===== src/crcfs_pkg.sv =====
// ****************************************************************
// Register map, field layout and reset values
// ****************************************************************
package crcfs_pkg;
    // Byte offsets on the register bus.
    localparam logic [7:0] ADDR_CTRL = 8'h00;
    localparam logic [7:0] ADDR_POLYNOMIAL_LENGTH = 8'h04;
    localparam logic [7:0] ADDR_POLY = 8'h08;
    localparam logic [7:0] ADDR_DATA = 8'h0C;
    localparam logic [7:0] ADDR_RESULT = 8'h10;
    localparam logic [7:0] ADDR_INT_STAT = 8'h14;
    localparam logic [7:0] ADDR_INT_MASK = 8'h18;

    // Field positions inside the low control register.
    localparam int STOP_IDLE_BIT = 13;
    localparam int VALID_WORD_POINTER_LSB = 8;
    localparam int VALID_WORD_POINTER_W = 5;
    localparam int FULL_BIT = 7;
    localparam int EMPTY_BIT = 6;
    localparam int ISEL_BIT = 5;
    localparam int GO_BIT = 4;
    localparam int LEND_BIT = 3;

    // Field positions inside the interrupt status and mask registers.
    localparam int INT_EMPTY_BIT = 0;
    localparam int INT_DONE_BIT = 1;
    localparam int INT_W = 2;

    // Polynomial length field width and FIFO capacity limits.
    localparam int POLYNOMIAL_LENGTH_W = 5;
    localparam logic [4:0] POLYNOMIAL_LENGTH_SPLIT = 5'h07;
    localparam logic [4:0] DEPTH_SHORT = 5'h08;
    localparam int DEPTH_LONG = 16;
    localparam int DATA_W_DEF = 16;

    // Reset values.
    localparam logic [4:0] POLYNOMIAL_LENGTH_RST = 5'h0F;
    localparam logic [31:0] POLY_RST = 32'h0000_0000;
    localparam logic [31:0] RESULT_RST = 32'h0000_0000;
    localparam logic [1:0] INT_MASK_RST = 2'h0;

    // Shifter states.
    typedef enum logic [1:0] {
        ST_IDLE = 2'b01,
        ST_SHIFT = 2'b10
    } crcfs_state_t;
endpackage : crcfs_pkg


===== src/crcfs_step.sv =====
`timescale 1ns/10ps
// ****************************************************************
// One serial step of a programmable-length CRC register
// ****************************************************************
module crcfs_step #(
    parameter int W = 32
) (
    input wire logic [W-1:0] crc_in,
    input wire logic [W-1:0] poly_in,
    input wire logic [4:0] polynomial_length_in,
    input wire logic din_in,
    output logic [W-1:0] crc_out
);
    logic [W-1:0] len_mask;
    logic [W-1:0] shifted;
    logic feedback;

    // Feedback is the top bit of the active length mixed with the data bit.
    always_comb begin
        len_mask = '0;
        for (int i = 0; i < W; i++) begin
            len_mask[i] = (i <= int'(polynomial_length_in));
        end
        feedback = crc_in[polynomial_length_in] ^ din_in;
        shifted = {crc_in[W-2:0], 1'b0};
        if (feedback) begin
            crc_out = (shifted ^ poly_in) & len_mask;
        end else begin
            crc_out = shifted & len_mask;
        end
    end
endmodule : crcfs_step


===== src/crcfs_ctrl.sv =====
// Local design decisions: the Wishbone slave port and the register addresses.
`timescale 1ns/10ps
// Functional notes
// - Full flag set exactly while FIFO holds capacity or more.
// - Empty flag set exactly while FIFO holds nothing.
// - Interrupt source: FIFO empty or shift done.
// - Writing start one runs the serial shifter.
// - Start zero keeps the shifter stopped.
// - Direction one feeds each word LSb first.
// - Direction zero feeds each word MSb first.
// - Stop-in-idle halts the shifter in idle mode.
module crcfs_ctrl #(
    parameter int DATA_W = crcfs_pkg::DATA_W_DEF,
    parameter int FIFO_DEPTH = crcfs_pkg::DEPTH_LONG
) (
    input wire logic mclk_in,
    input wire logic sys_rst_in,
    input wire logic wb_cyc_in,
    input wire logic wb_stb_in,
    input wire logic wb_we_in,
    input wire logic [7:0] wb_adr_in,
    input wire logic [3:0] wb_sel_in,
    input wire logic [31:0] wb_dat_in,
    output logic [31:0] wb_dat_out,
    output logic wb_ack_out,
    input wire logic idle_mode_in,
    output logic irq_out
);
    localparam int AW = $clog2(FIFO_DEPTH);
    localparam logic [4:0] DEPTH_CAP = FIFO_DEPTH[4:0];
    localparam logic [4:0] LAST_BIT = 5'(DATA_W - 1);

    // ************************************************************
    // Parameter checks
    // ************************************************************
    // The pointer field is five bits wide and the pointers must wrap.
    if (DATA_W < 1 || DATA_W > 32) begin : g_bad_width
        $error("DATA_W must lie between 1 and 32");
    end
    if (FIFO_DEPTH <= 8 || FIFO_DEPTH > 16 ||
        (FIFO_DEPTH & (FIFO_DEPTH - 1)) != 0) begin : g_bad_depth
        $error("FIFO_DEPTH must be 16");
    end

    // ************************************************************
    // Declarations
    // ************************************************************
    logic stop_idle, next_stop_idle, isel, next_isel;
    logic go, next_go, lend, next_lend, next_irq, next_ack;
    logic [4:0] polynomial_length, next_polynomial_length, count, next_count;
    logic [4:0] bitcnt, next_bitcnt, cap;
    logic [31:0] poly, next_poly, crc, next_crc;
    logic [31:0] next_rdat, step_crc;
    logic [1:0] int_mask, next_int_mask, int_stat, next_int_stat;
    logic [DATA_W-1:0] mem [FIFO_DEPTH];
    logic [DATA_W-1:0] shreg, next_shreg;
    logic [AW-1:0] wptr, next_wptr, rptr, next_rptr;
    crcfs_pkg::crcfs_state_t state, next_state;
    logic req, acc, wr, rd, full, empty, push, pop, halt, run;
    logic ev_empty, ev_done, din;
    logic [15:0] ctrl_word;

    // Merges a bus write into a register under the byte enables.
    function automatic logic [31:0] merge(input logic [31:0] old,
                                          input logic [31:0] val,
                                          input logic [3:0] sel);
        logic [31:0] res;
        res = old;
        for (int b = 0; b < 4; b++) begin
            if (sel[b]) begin
                res[b*8 +: 8] = val[b*8 +: 8];
            end
        end
        return res;
    endfunction : merge

    // ************************************************************
    // Wishbone slave
    // ************************************************************
    // A request is answered one cycle after it appears; the write and
    // any read side effect happen on the edge where ack is high.
    assign req = wb_cyc_in & wb_stb_in;
    assign acc = req & wb_ack_out;
    assign wr = acc & wb_we_in;
    assign rd = acc & ~wb_we_in;

    // Read view of the low control register.
    always_comb begin
        ctrl_word = 16'h0000;
        ctrl_word[crcfs_pkg::STOP_IDLE_BIT] = stop_idle;
        ctrl_word[crcfs_pkg::VALID_WORD_POINTER_LSB +: crcfs_pkg::VALID_WORD_POINTER_W] = count;
        ctrl_word[crcfs_pkg::FULL_BIT] = full;
        ctrl_word[crcfs_pkg::EMPTY_BIT] = empty;
        ctrl_word[crcfs_pkg::ISEL_BIT] = isel;
        ctrl_word[crcfs_pkg::GO_BIT] = go;
        ctrl_word[crcfs_pkg::LEND_BIT] = lend;
    end

    // Ack answers every request; read data is loaded for reads only.
    always_comb begin
        next_ack = req & ~wb_ack_out;
        next_rdat = wb_dat_out;
        if (req & ~wb_ack_out & ~wb_we_in) begin
            case (wb_adr_in)
                crcfs_pkg::ADDR_CTRL: next_rdat = {16'h0000, ctrl_word};
                crcfs_pkg::ADDR_POLYNOMIAL_LENGTH: next_rdat = {27'h0, polynomial_length};
                crcfs_pkg::ADDR_POLY: next_rdat = poly;
                crcfs_pkg::ADDR_RESULT: next_rdat = crc;
                crcfs_pkg::ADDR_INT_STAT: next_rdat = {30'h0, next_int_stat};
                crcfs_pkg::ADDR_INT_MASK: next_rdat = {30'h0, int_mask};
                default: next_rdat = 32'h0000_0000;
            endcase
        end
    end

    always_ff @(posedge mclk_in) begin
        if (sys_rst_in) begin
            wb_ack_out <= 1'b0;
            wb_dat_out <= 32'h0000_0000;
        end else begin
            wb_ack_out <= next_ack;
            wb_dat_out <= next_rdat;
        end
    end

    // ************************************************************
    // Configuration registers
    // ************************************************************
    // Start is cleared by hardware at the end of shifting; a software
    // write of one in the same cycle wins.
    always_comb begin
        logic [31:0] m;
        m = 32'h0000_0000;
        next_stop_idle = stop_idle;
        next_isel = isel;
        next_go = go;
        next_lend = lend;
        next_polynomial_length = polynomial_length;
        next_poly = poly;
        next_int_mask = int_mask;
        if (ev_done) begin
            next_go = 1'b0;
        end
        if (wr) begin
            m = merge({16'h0000, ctrl_word}, wb_dat_in, wb_sel_in);
            case (wb_adr_in)
                crcfs_pkg::ADDR_CTRL: begin
                    next_stop_idle = m[crcfs_pkg::STOP_IDLE_BIT];
                    next_isel = m[crcfs_pkg::ISEL_BIT];
                    next_go = m[crcfs_pkg::GO_BIT];
                    next_lend = m[crcfs_pkg::LEND_BIT];
                end
                crcfs_pkg::ADDR_POLYNOMIAL_LENGTH: begin
                    m = merge({27'h0, polynomial_length}, wb_dat_in, wb_sel_in);
                    next_polynomial_length = m[crcfs_pkg::POLYNOMIAL_LENGTH_W-1:0];
                end
                crcfs_pkg::ADDR_POLY: next_poly = merge(poly, wb_dat_in,
                                                         wb_sel_in);
                crcfs_pkg::ADDR_INT_MASK: begin
                    m = merge({30'h0, int_mask}, wb_dat_in, wb_sel_in);
                    next_int_mask = m[crcfs_pkg::INT_W-1:0];
                end
                default: m = 32'h0000_0000;
            endcase
        end
    end

    always_ff @(posedge mclk_in) begin
        if (sys_rst_in) begin
            stop_idle <= 1'b0;
            isel <= 1'b0;
            go <= 1'b0;
            lend <= 1'b0;
            polynomial_length <= crcfs_pkg::POLYNOMIAL_LENGTH_RST;
            poly <= crcfs_pkg::POLY_RST;
            int_mask <= crcfs_pkg::INT_MASK_RST;
        end else begin
            stop_idle <= next_stop_idle;
            isel <= next_isel;
            go <= next_go;
            lend <= next_lend;
            polynomial_length <= next_polynomial_length;
            poly <= next_poly;
            int_mask <= next_int_mask;
        end
    end

    // ************************************************************
    // Input word FIFO
    // ************************************************************
    // Capacity shrinks to eight words for polynomials longer than 8 bits.
    assign cap = (polynomial_length > crcfs_pkg::POLYNOMIAL_LENGTH_SPLIT) ? crcfs_pkg::DEPTH_SHORT
                                                : DEPTH_CAP;
    assign full = (count >= cap);
    assign empty = (count == 5'h00);
    assign push = wr & (wb_adr_in == crcfs_pkg::ADDR_DATA) & ~full;
    assign pop = (state == crcfs_pkg::ST_IDLE) & run & ~empty;
    assign ev_empty = pop & (count == 5'h01) & ~push;

    // Pointers and word count; writes to a full FIFO are dropped.
    always_comb begin
        next_wptr = push ? wptr + 1'b1 : wptr;
        next_rptr = pop ? rptr + 1'b1 : rptr;
        next_count = count;
        case ({push, pop})
            2'b10: next_count = count + 5'h01;
            2'b01: next_count = count - 5'h01;
            default: next_count = count;
        endcase
    end

    always_ff @(posedge mclk_in) begin
        if (sys_rst_in) begin
            wptr <= '0;
            rptr <= '0;
            count <= 5'h00;
        end else begin
            wptr <= next_wptr;
            rptr <= next_rptr;
            count <= next_count;
        end
    end

    // Word storage needs no reset; only pushed words are ever read.
    always_ff @(posedge mclk_in) begin
        if (push) begin
            mem[wptr] <= wb_dat_in[DATA_W-1:0];
        end
    end

    // ************************************************************
    // Serial shifter
    // ************************************************************
    assign halt = stop_idle & idle_mode_in;
    assign run = go & ~halt;
    assign din = lend ? shreg[0] : shreg[DATA_W-1];

    crcfs_step #(
        .W(32)
    ) u_step (
        .crc_in(crc),
        .poly_in(poly),
        .polynomial_length_in(polynomial_length),
        .din_in(din),
        .crc_out(step_crc)
    );

    assign ev_done = (state == crcfs_pkg::ST_SHIFT) & run &
                     (bitcnt == LAST_BIT) & empty;

    // Idle pops a word when running; shift feeds one bit per cycle and
    // freezes while stopped or halted.
    always_comb begin
        next_state = state;
        next_shreg = shreg;
        next_bitcnt = bitcnt;
        next_crc = crc;
        case (state)
            crcfs_pkg::ST_IDLE: begin
                if (pop) begin
                    next_shreg = mem[rptr];
                    next_bitcnt = 5'h00;
                    next_state = crcfs_pkg::ST_SHIFT;
                end
            end
            crcfs_pkg::ST_SHIFT: begin
                if (run) begin
                    next_crc = step_crc;
                    next_bitcnt = bitcnt + 5'h01;
                    if (lend) begin
                        next_shreg = shreg >> 1;
                    end else begin
                        next_shreg = shreg << 1;
                    end
                    if (bitcnt == LAST_BIT) begin
                        next_state = crcfs_pkg::ST_IDLE;
                    end
                end
            end
            default: next_state = crcfs_pkg::ST_IDLE;
        endcase
        if (wr && wb_adr_in == crcfs_pkg::ADDR_RESULT) begin
            next_crc = merge(crc, wb_dat_in, wb_sel_in);
        end
    end

    always_ff @(posedge mclk_in) begin
        if (sys_rst_in) begin
            state <= crcfs_pkg::ST_IDLE;
            shreg <= '0;
            bitcnt <= 5'h00;
            crc <= crcfs_pkg::RESULT_RST;
        end else begin
            state <= next_state;
            shreg <= next_shreg;
            bitcnt <= next_bitcnt;
            crc <= next_crc;
        end
    end

    // ************************************************************
    // Interrupt
    // ************************************************************
    // Reading status clears it; an event in that same cycle survives.
    always_comb begin
        next_int_stat = int_stat;
        if (rd && wb_adr_in == crcfs_pkg::ADDR_INT_STAT) begin
            next_int_stat = 2'h0;
        end
        if (ev_empty) begin
            next_int_stat[crcfs_pkg::INT_EMPTY_BIT] = 1'b1;
        end
        if (ev_done) begin
            next_int_stat[crcfs_pkg::INT_DONE_BIT] = 1'b1;
        end
        if (isel) begin
            next_irq = next_int_stat[crcfs_pkg::INT_EMPTY_BIT] &
                       int_mask[crcfs_pkg::INT_EMPTY_BIT];
        end else begin
            next_irq = next_int_stat[crcfs_pkg::INT_DONE_BIT] &
                       int_mask[crcfs_pkg::INT_DONE_BIT];
        end
    end

    always_ff @(posedge mclk_in) begin
        if (sys_rst_in) begin
            int_stat <= 2'h0;
            irq_out <= 1'b0;
        end else begin
            int_stat <= next_int_stat;
            irq_out <= next_irq;
        end
    end
endmodule : crcfs_ctrl


===== config.mk =====
export PLATFORM = sky130hd
export DESIGN_NAME = crcfs_ctrl
export DESIGN_NICKNAME = d
export VERILOG_FILES = /design/src/crcfs_pkg.sv /design/src/crcfs_step.sv /design/src/crcfs_ctrl.sv
export SDC_FILE = /design/constraint.sdc
export NUM_CORES = 1
export LEC_CHECK = 0
export BUFFER_PORTS_ARGS = -buffer_cell sky130_fd_sc_hd__buf_2
export CAP_MARGIN = 10
export CORE_MARGIN = 2
export CORE_UTILIZATION = 61
export DETAILED_ROUTE_END_ITERATION = 16
export GPL_ROUTABILITY_DRIVEN = 0
export PLACE_DENSITY = 0.86
export SLEW_MARGIN = 20
export SYNTH_ARGS = -nofsm -noshare
export SYNTH_HDL_FRONTEND = slang
export SYNTH_SLANG_ARGS = --single-unit

===== constraint.sdc =====
create_clock -name mclk_in -period 4.3 [get_ports mclk_in]
set_input_delay 0.645 -clock mclk_in [delete_from_list [all_inputs] [get_ports mclk_in]]
set_output_delay 0.645 -clock mclk_in [all_outputs]
set_load 0.02 [all_outputs]

==> impl_metrics.ini, run 1 <==
[cells_and_area]
multiInputGateArea_mm2 = 0.00674
seqCellArea_mm2 = 0.0107
area_growth_pct = 12.3
fin_cells = 1824
drive_above_1_share = 0.216
final_nets = 1472
final_cell_mix = 256 x edfxtp_1, 167 x nor2_1, 148 x dfxtp_1, 83 x a21oi_1, 82 x buf_2
layout_commonest_cell = edfxtp_1
fillers = 1812

[sta]
setup_ws_ns = 0.755
finClkSkew_ns = 0.0232
fmax_ghz = 0.282
min_period_over_period = 0.824
drv_slew = 0
slew_headroom = 0.270
post-route-min-period_ns = 3.54
finalSetupViolations = 0
whs_ns = 0.362
rsz0062_at_grt = false
hold_violations = 0
timing.setup.tns_ns = 0
worst-slew-pin-transition_ns = 1.09

[place]
pre_cts_slack_ns = 0.953
dpl.hpwl_um = 30000
portBuffers = 83
place_inst = 1749

[setup_path]
reg2reg_depth = 8
critPathMaxFanout = 20
cp.arrival_ns = 3.93
crit_end = crc[1]
reg2reg_to = crc[1]
crit_slowest_cell = dfxtp_1
reg2reg_slack_ns = 0.76
crit_path_cell_trace = nand2_1 -> o32a_1 -> and3_1 -> a32oi_2 -> buf_4 -> o2111ai_1 -> xnor2_1 -> o2bb2ai_1
crit_start = polynomial_length[2]
criticalPathCategory = flop to flop
required_ns = 4.68
critPathLaunchType = flop
cp-end-kind = flop
r2r_start = polynomial_length[2]
max_stage_delay_ns = 0.79

[die]
die_y_um = 175
io_pins = 84
rows = 62
die-area_mm2 = 0.0308
initial_core_util = 0.621
core_area_mm2 = 0.0289
die-width_um = 175

[power_and_ir_drop]
power_leakage_uw = 0.00686
powerDensity_mw_per_mm2 = 387
ir_drop_mv = 0.363
power.total_uw = 7800

[clock_network]
cts_tree = done
cts_buffer_depth = 3
clk_pin_slew_worst_paths_ns = 0.06
clock_sinks = 407
root_buffer = clkbuf_16
htreeDepth = 2
hold_buffers = 0
cts_setup_buffers = 0
cts_resized = 0
cts-buffers-inserted = 41
clock_latency_ns = 0.55

[routing]
drt_first_pass_iters = 13
ant_nets = 0
vias = 12700
wirelength_um = 48700
post_drt_wl_per_cell_um = 26.7
drcViolationCount = 0
viasPerCell = 6.96
first_iter_violations = 2244

[logic_synthesis]
synthCells = 1339
synthArstFlopShare = 0
yosysTopAreaCell = edfxtp_1
synthTopCellsByArea = edfxtp_1 43%, dfxtp_1 17%, mux4_2 10%, mux2i_1 4.1%, nor2_1 3.5%
syn_area_mm2 = 0.0179
synthFlopType = edfxtp_1
ys_types = 72
synth_top_area_frac = 0.429
ys_ff_latch = 407
synth_area_per_cell_um2 = 13.4
synth-edff-count = 256
ys_seq_area_frac = 0.597
yosysWarnings = 0
syn-num-nets = 1403

[grt]
grt_max_degree = 88
grt_usage = 0.318
grt_first_pass_wirelength_um = 74500
grt_pass1_vias = 12400
antenna_found_initial = 0
grt_overflow = 0

[worst_hold_path]
hp-class = input port to flop
hold_depth = 3

[run_status]
status = finished, final reports clean

[run]
max-cap-violations = 0
==> registers in the layout (all words and copies together) (netlist names), 5 cells and up, named ones only <==
| register | flops |
|---|---|
| mem | 256 |
| wb_dat_out | 32 |
| bitcnt | 5 |
| count | 5 |
| polynomial_length | 5 |
| crc | 32 |
| shreg | 16 |
| poly | 32 |
==> report_power, final <==
group | leakage, uW | switching [uW] | internal, uW | total [uW]
combinational | 0.00271 | 109 | 23.8 | 133
sequential | 0.00352 | 0.460 | 4140 | 4140
clock | 0.000639 | 1480 | 2040 | 3520
total | 0.00686 | 1590 | 6200 | 7800
==> through the flow <==
stage	util	area [um2]
after floorplan	-	17900
after global placement	0.652	18800
after detailed placement	0.652	18800
after CTS	0.698	20100
after global routing	0.698	20100
final	0.698	20100
==> synthesized netlist by cell type (all sizes together), types with 5 or more instances <==
cell	instances
o2111ai	30
and2	7
mux4	80
o2bb2ai	13
or3	5
a21oi	83
buf	36
a22oi	32
nand3	20
xnor2	25
and3	21
nor2b	10
a21o	7
nand2	27
clkbuf	66
inv	16
nand2b	12
o22ai	11
xor2	16
nor3	29
o211ai	6
o221ai	5
a222oi	11
a41o	5
mux2i	74
edfxtp	256
a211oi	21
o21a	6
ha	14
nor2	170
o21ai	18
dfxtp	151
o221a	8
==> cell families (layout without fill, tap and decap cells) <==
logic type / count (synthesis) / in the layout / share of synthesized area
compound gates: 277 / 277 / 0.114
xor+xnor: 41 / 41 / 0.0200
fa+ha+maj: 14 / 14 / 0.00977
buf+inv: 118 / 218 / 0.0283
flops: 407 / 407 / 0.597
mux: 157 / 157 / 0.144
other cells: 0 / 1 / 0
simple gates: 325 / 325 / 0.0865
==> per-layer routing <==
metal,vias to the layer above,track usage,share of wire
met4,0,0.115,0.042
met3,187,0.0669,0.13
li1,5337,-,-
met2,1028,0.498,0.46
met1,6144,0.447,0.37
met5,-,0,0
==> cell type report <==
cell class                 count  area share
sequential                   407       0.532
multi-input combinational    814       0.335
clock buffer                  53      0.0542
timing repair buffer         128      0.0413
tap                          384      0.0239
clock inverter                21      0.0106
inverter                      16     0.00298
antenna                        1    0.000124
==> critical path: cells and delay by family (launching register included) <==
family | cells | cell delay (ns)
XOR/XNOR | 1 | 0.18
AND/OR/NAND/NOR | 2 | 0.45
flip-flops | 1 | 0.79
buffers and inverters | 1 | 0.40
AO/OA/AOI/OAI | 4 | 1.55
==> worst min path at each step <==
stage                     slack (ns)       endpoint     startpoint
after floorplan                 0.45      bitcnt[1]      bitcnt[1]
after global placement          0.45  wb_dat_out[0]  wb_dat_out[0]
after detailed placement        0.46  wb_dat_out[0]  wb_dat_out[0]
after CTS                       0.36       poly[19]  wb_dat_in[19]
after global routing            0.36       poly[24]  wb_dat_in[24]
final                           0.36       poly[19]  wb_dat_in[19]
Power figures use the tool's default switching activity.
==> run 2, diff against run 1 <==
CORE_UTILIZATION = 55   (was 61)
PLACE_DENSITY = 0.82   (was 0.86)
clock period = 3.06 ns   (was 4.3 ns; I/O delays follow)
==> impl_metrics.ini, run 2 (synthesis results as in run 1) <==
[grt]
grt_first_pass_wirelength_um = 72500
antenna_found_initial = 1
grt_usage = 0.281
grt_pass1_vias = 12200
grt_max_degree = 150
grt_overflow = 0

[sta]
timing.setup.tns_ns = 0
rsz0062_at_grt = false
whs_ns = 0.150
hold_violations = 0
min_period_over_period = 0.907
fmax_ghz = 0.360
worst-slew-pin-transition_ns = 0.813
finClkSkew_ns = 0.0128
drv_slew = 0
setup_ws_ns = 0.284
post-route-min-period_ns = 2.78
slew_headroom = 0.458
finalSetupViolations = 0

[worst_hold_path]
hp-class = input port to flop
hold_depth = 3
min_from = wb_dat_in[17]
whs_endpoint = poly[17]

[cells_and_area]
largest_reg_flops = 256
regMostFlops = mem
final_nets = 1500
postLayoutCoreUtil = 0.637
drive_above_1_share = 0.233
diodes = 0
layout_commonest_cell = edfxtp_1
fillers = 2314
area_growth_pct = 14.7
final_cell_mix = 256 x edfxtp_1, 162 x nor2_1, 149 x dfxtp_1, 83 x a21oi_1, 82 x buf_2

[clock_network]
cts-buffers-inserted = 42
clock_sinks = 407
cts_tree = done
clock_latency_ns = 0.55
cts_setup_buffers = 0
htreeDepth = 2
clk_pin_slew_worst_paths_ns = 0.06
root_buffer = clkbuf_16
cts_resized = 0
hold_buffers = 0
cts_buffer_depth = 3

[setup_path]
critPathMaxFanout = 20
criticalPathCategory = flop to flop
reg2reg_slack_ns = 0.28
r2r_start = polynomial_length[1]
critPathLaunchType = flop
reg2reg_depth = 8
cp-end-kind = flop
cp.arrival_ns = 3.19
reg2reg_to = crc[14]
required_ns = 3.47

[die]
core_area_mm2 = 0.0323
die-width_um = 185
rows = 66
initial_core_util = 0.555
io_pins = 84
die_y_um = 185
die-area_mm2 = 0.0341

[power_and_ir_drop]
power_frac_seq = 0.518
power_frac_comb = 0.016
netSwitchingFraction = 0.205
p_clk_frac = 0.466
powerDensity_mw_per_mm2 = 547
power_leakage_uw = 0.00706
ir_drop_mv = 0.792
power.total_uw = 11200
switchingPower_uw = 2300
p_int_uw = 8940

[run_status]
status = finished, final reports clean

[routing]
drt_first_pass_iters = 6
wirelength_um = 47500
post_drt_wl_per_cell_um = 24.8
viasPerCell = 6.58
first_iter_violations = 1891
drcViolationCount = 0
ant_nets = 0
vias = 12600

[place]
pre_cts_slack_ns = 0.358
portBuffers = 83
dpl.hpwl_um = 30700

[run]
max-cap-violations = 0
-- run 2: cell count changes in the layout (fill, tap and decap cells not counted), moves of 2 or more --
cell and change:
inv_16 +2, nor2_1 -5, buf_4 +25, buf_12 +2, nor2_2 +5, clkbuf_8 +2
clkinv_1 +3, clkinv_2 -4
-- run 2: how the worst max path moves through the flow --
stage                               startpoint         end  cells past startpoint
after floorplan           polynomial_length[3]   mem[7][0]                      9
after CTS                 polynomial_length[0]     crc[14]                      8
final                     polynomial_length[1]     crc[14]                      8
after global routing      polynomial_length[4]    count[3]                     11
after detailed placement          idle_mode_in      crc[6]                      7
after global placement    polynomial_length[4]  mem[4][14]                      9
-- run 2: routing by layer --
layer  routed length [um]  track usage
met1                18800        0.393
met2                22400        0.450
met3                 4850       0.0563
met4                 1410       0.0797
met5                   11            0
-- run 2: layout make-up --
cell class / count / area [um2] / area share
clock buffer: 56 / 1140 / 0.0556
clock inverter: 22 / 274 / 0.0133
inverter: 16 / 60.1 / 0.00292
multi-input combinational: 814 / 6760 / 0.329
sequential: 407 / 10700 / 0.521
tap: 442 / 553 / 0.0269
timing repair buffer: 155 / 1060 / 0.0515
-- run 2: critical path, cell delays in order (launching register included) --
cell and delay, ns:
dfxtp_1 0.74, mux4_2 0.42, and2_4 0.19, nor3_4 0.23, a22o_1 0.20, buf_4 0.29, o2111ai_1 0.22, xnor2_1 0.22
o22ai_1 0.10
-- run 2: through the flow --
| step | cell area, um2 | cells |
|---|---|---|
| after CTS | 20600 | 1912 |
| after global routing | 20600 | 1912 |
| after detailed placement | 19100 | 1834 |
| after global placement | 19100 | 1834 |
| final | 20600 | 1912 |
| after floorplan | 18000 | 1339 |
-- run 2: power by group through the flow --
stage          clock, uW  sequential [uW]  combinational [uW]
2_1_floorplan          0             5940                51.7
3_3_place_gp           0             5940                 171
3_5_place_dp           0             5940                 178
4_1_cts             5280             5820                 178
5_1_grt             5490             5820                 193
6_report            5240             5820                 183
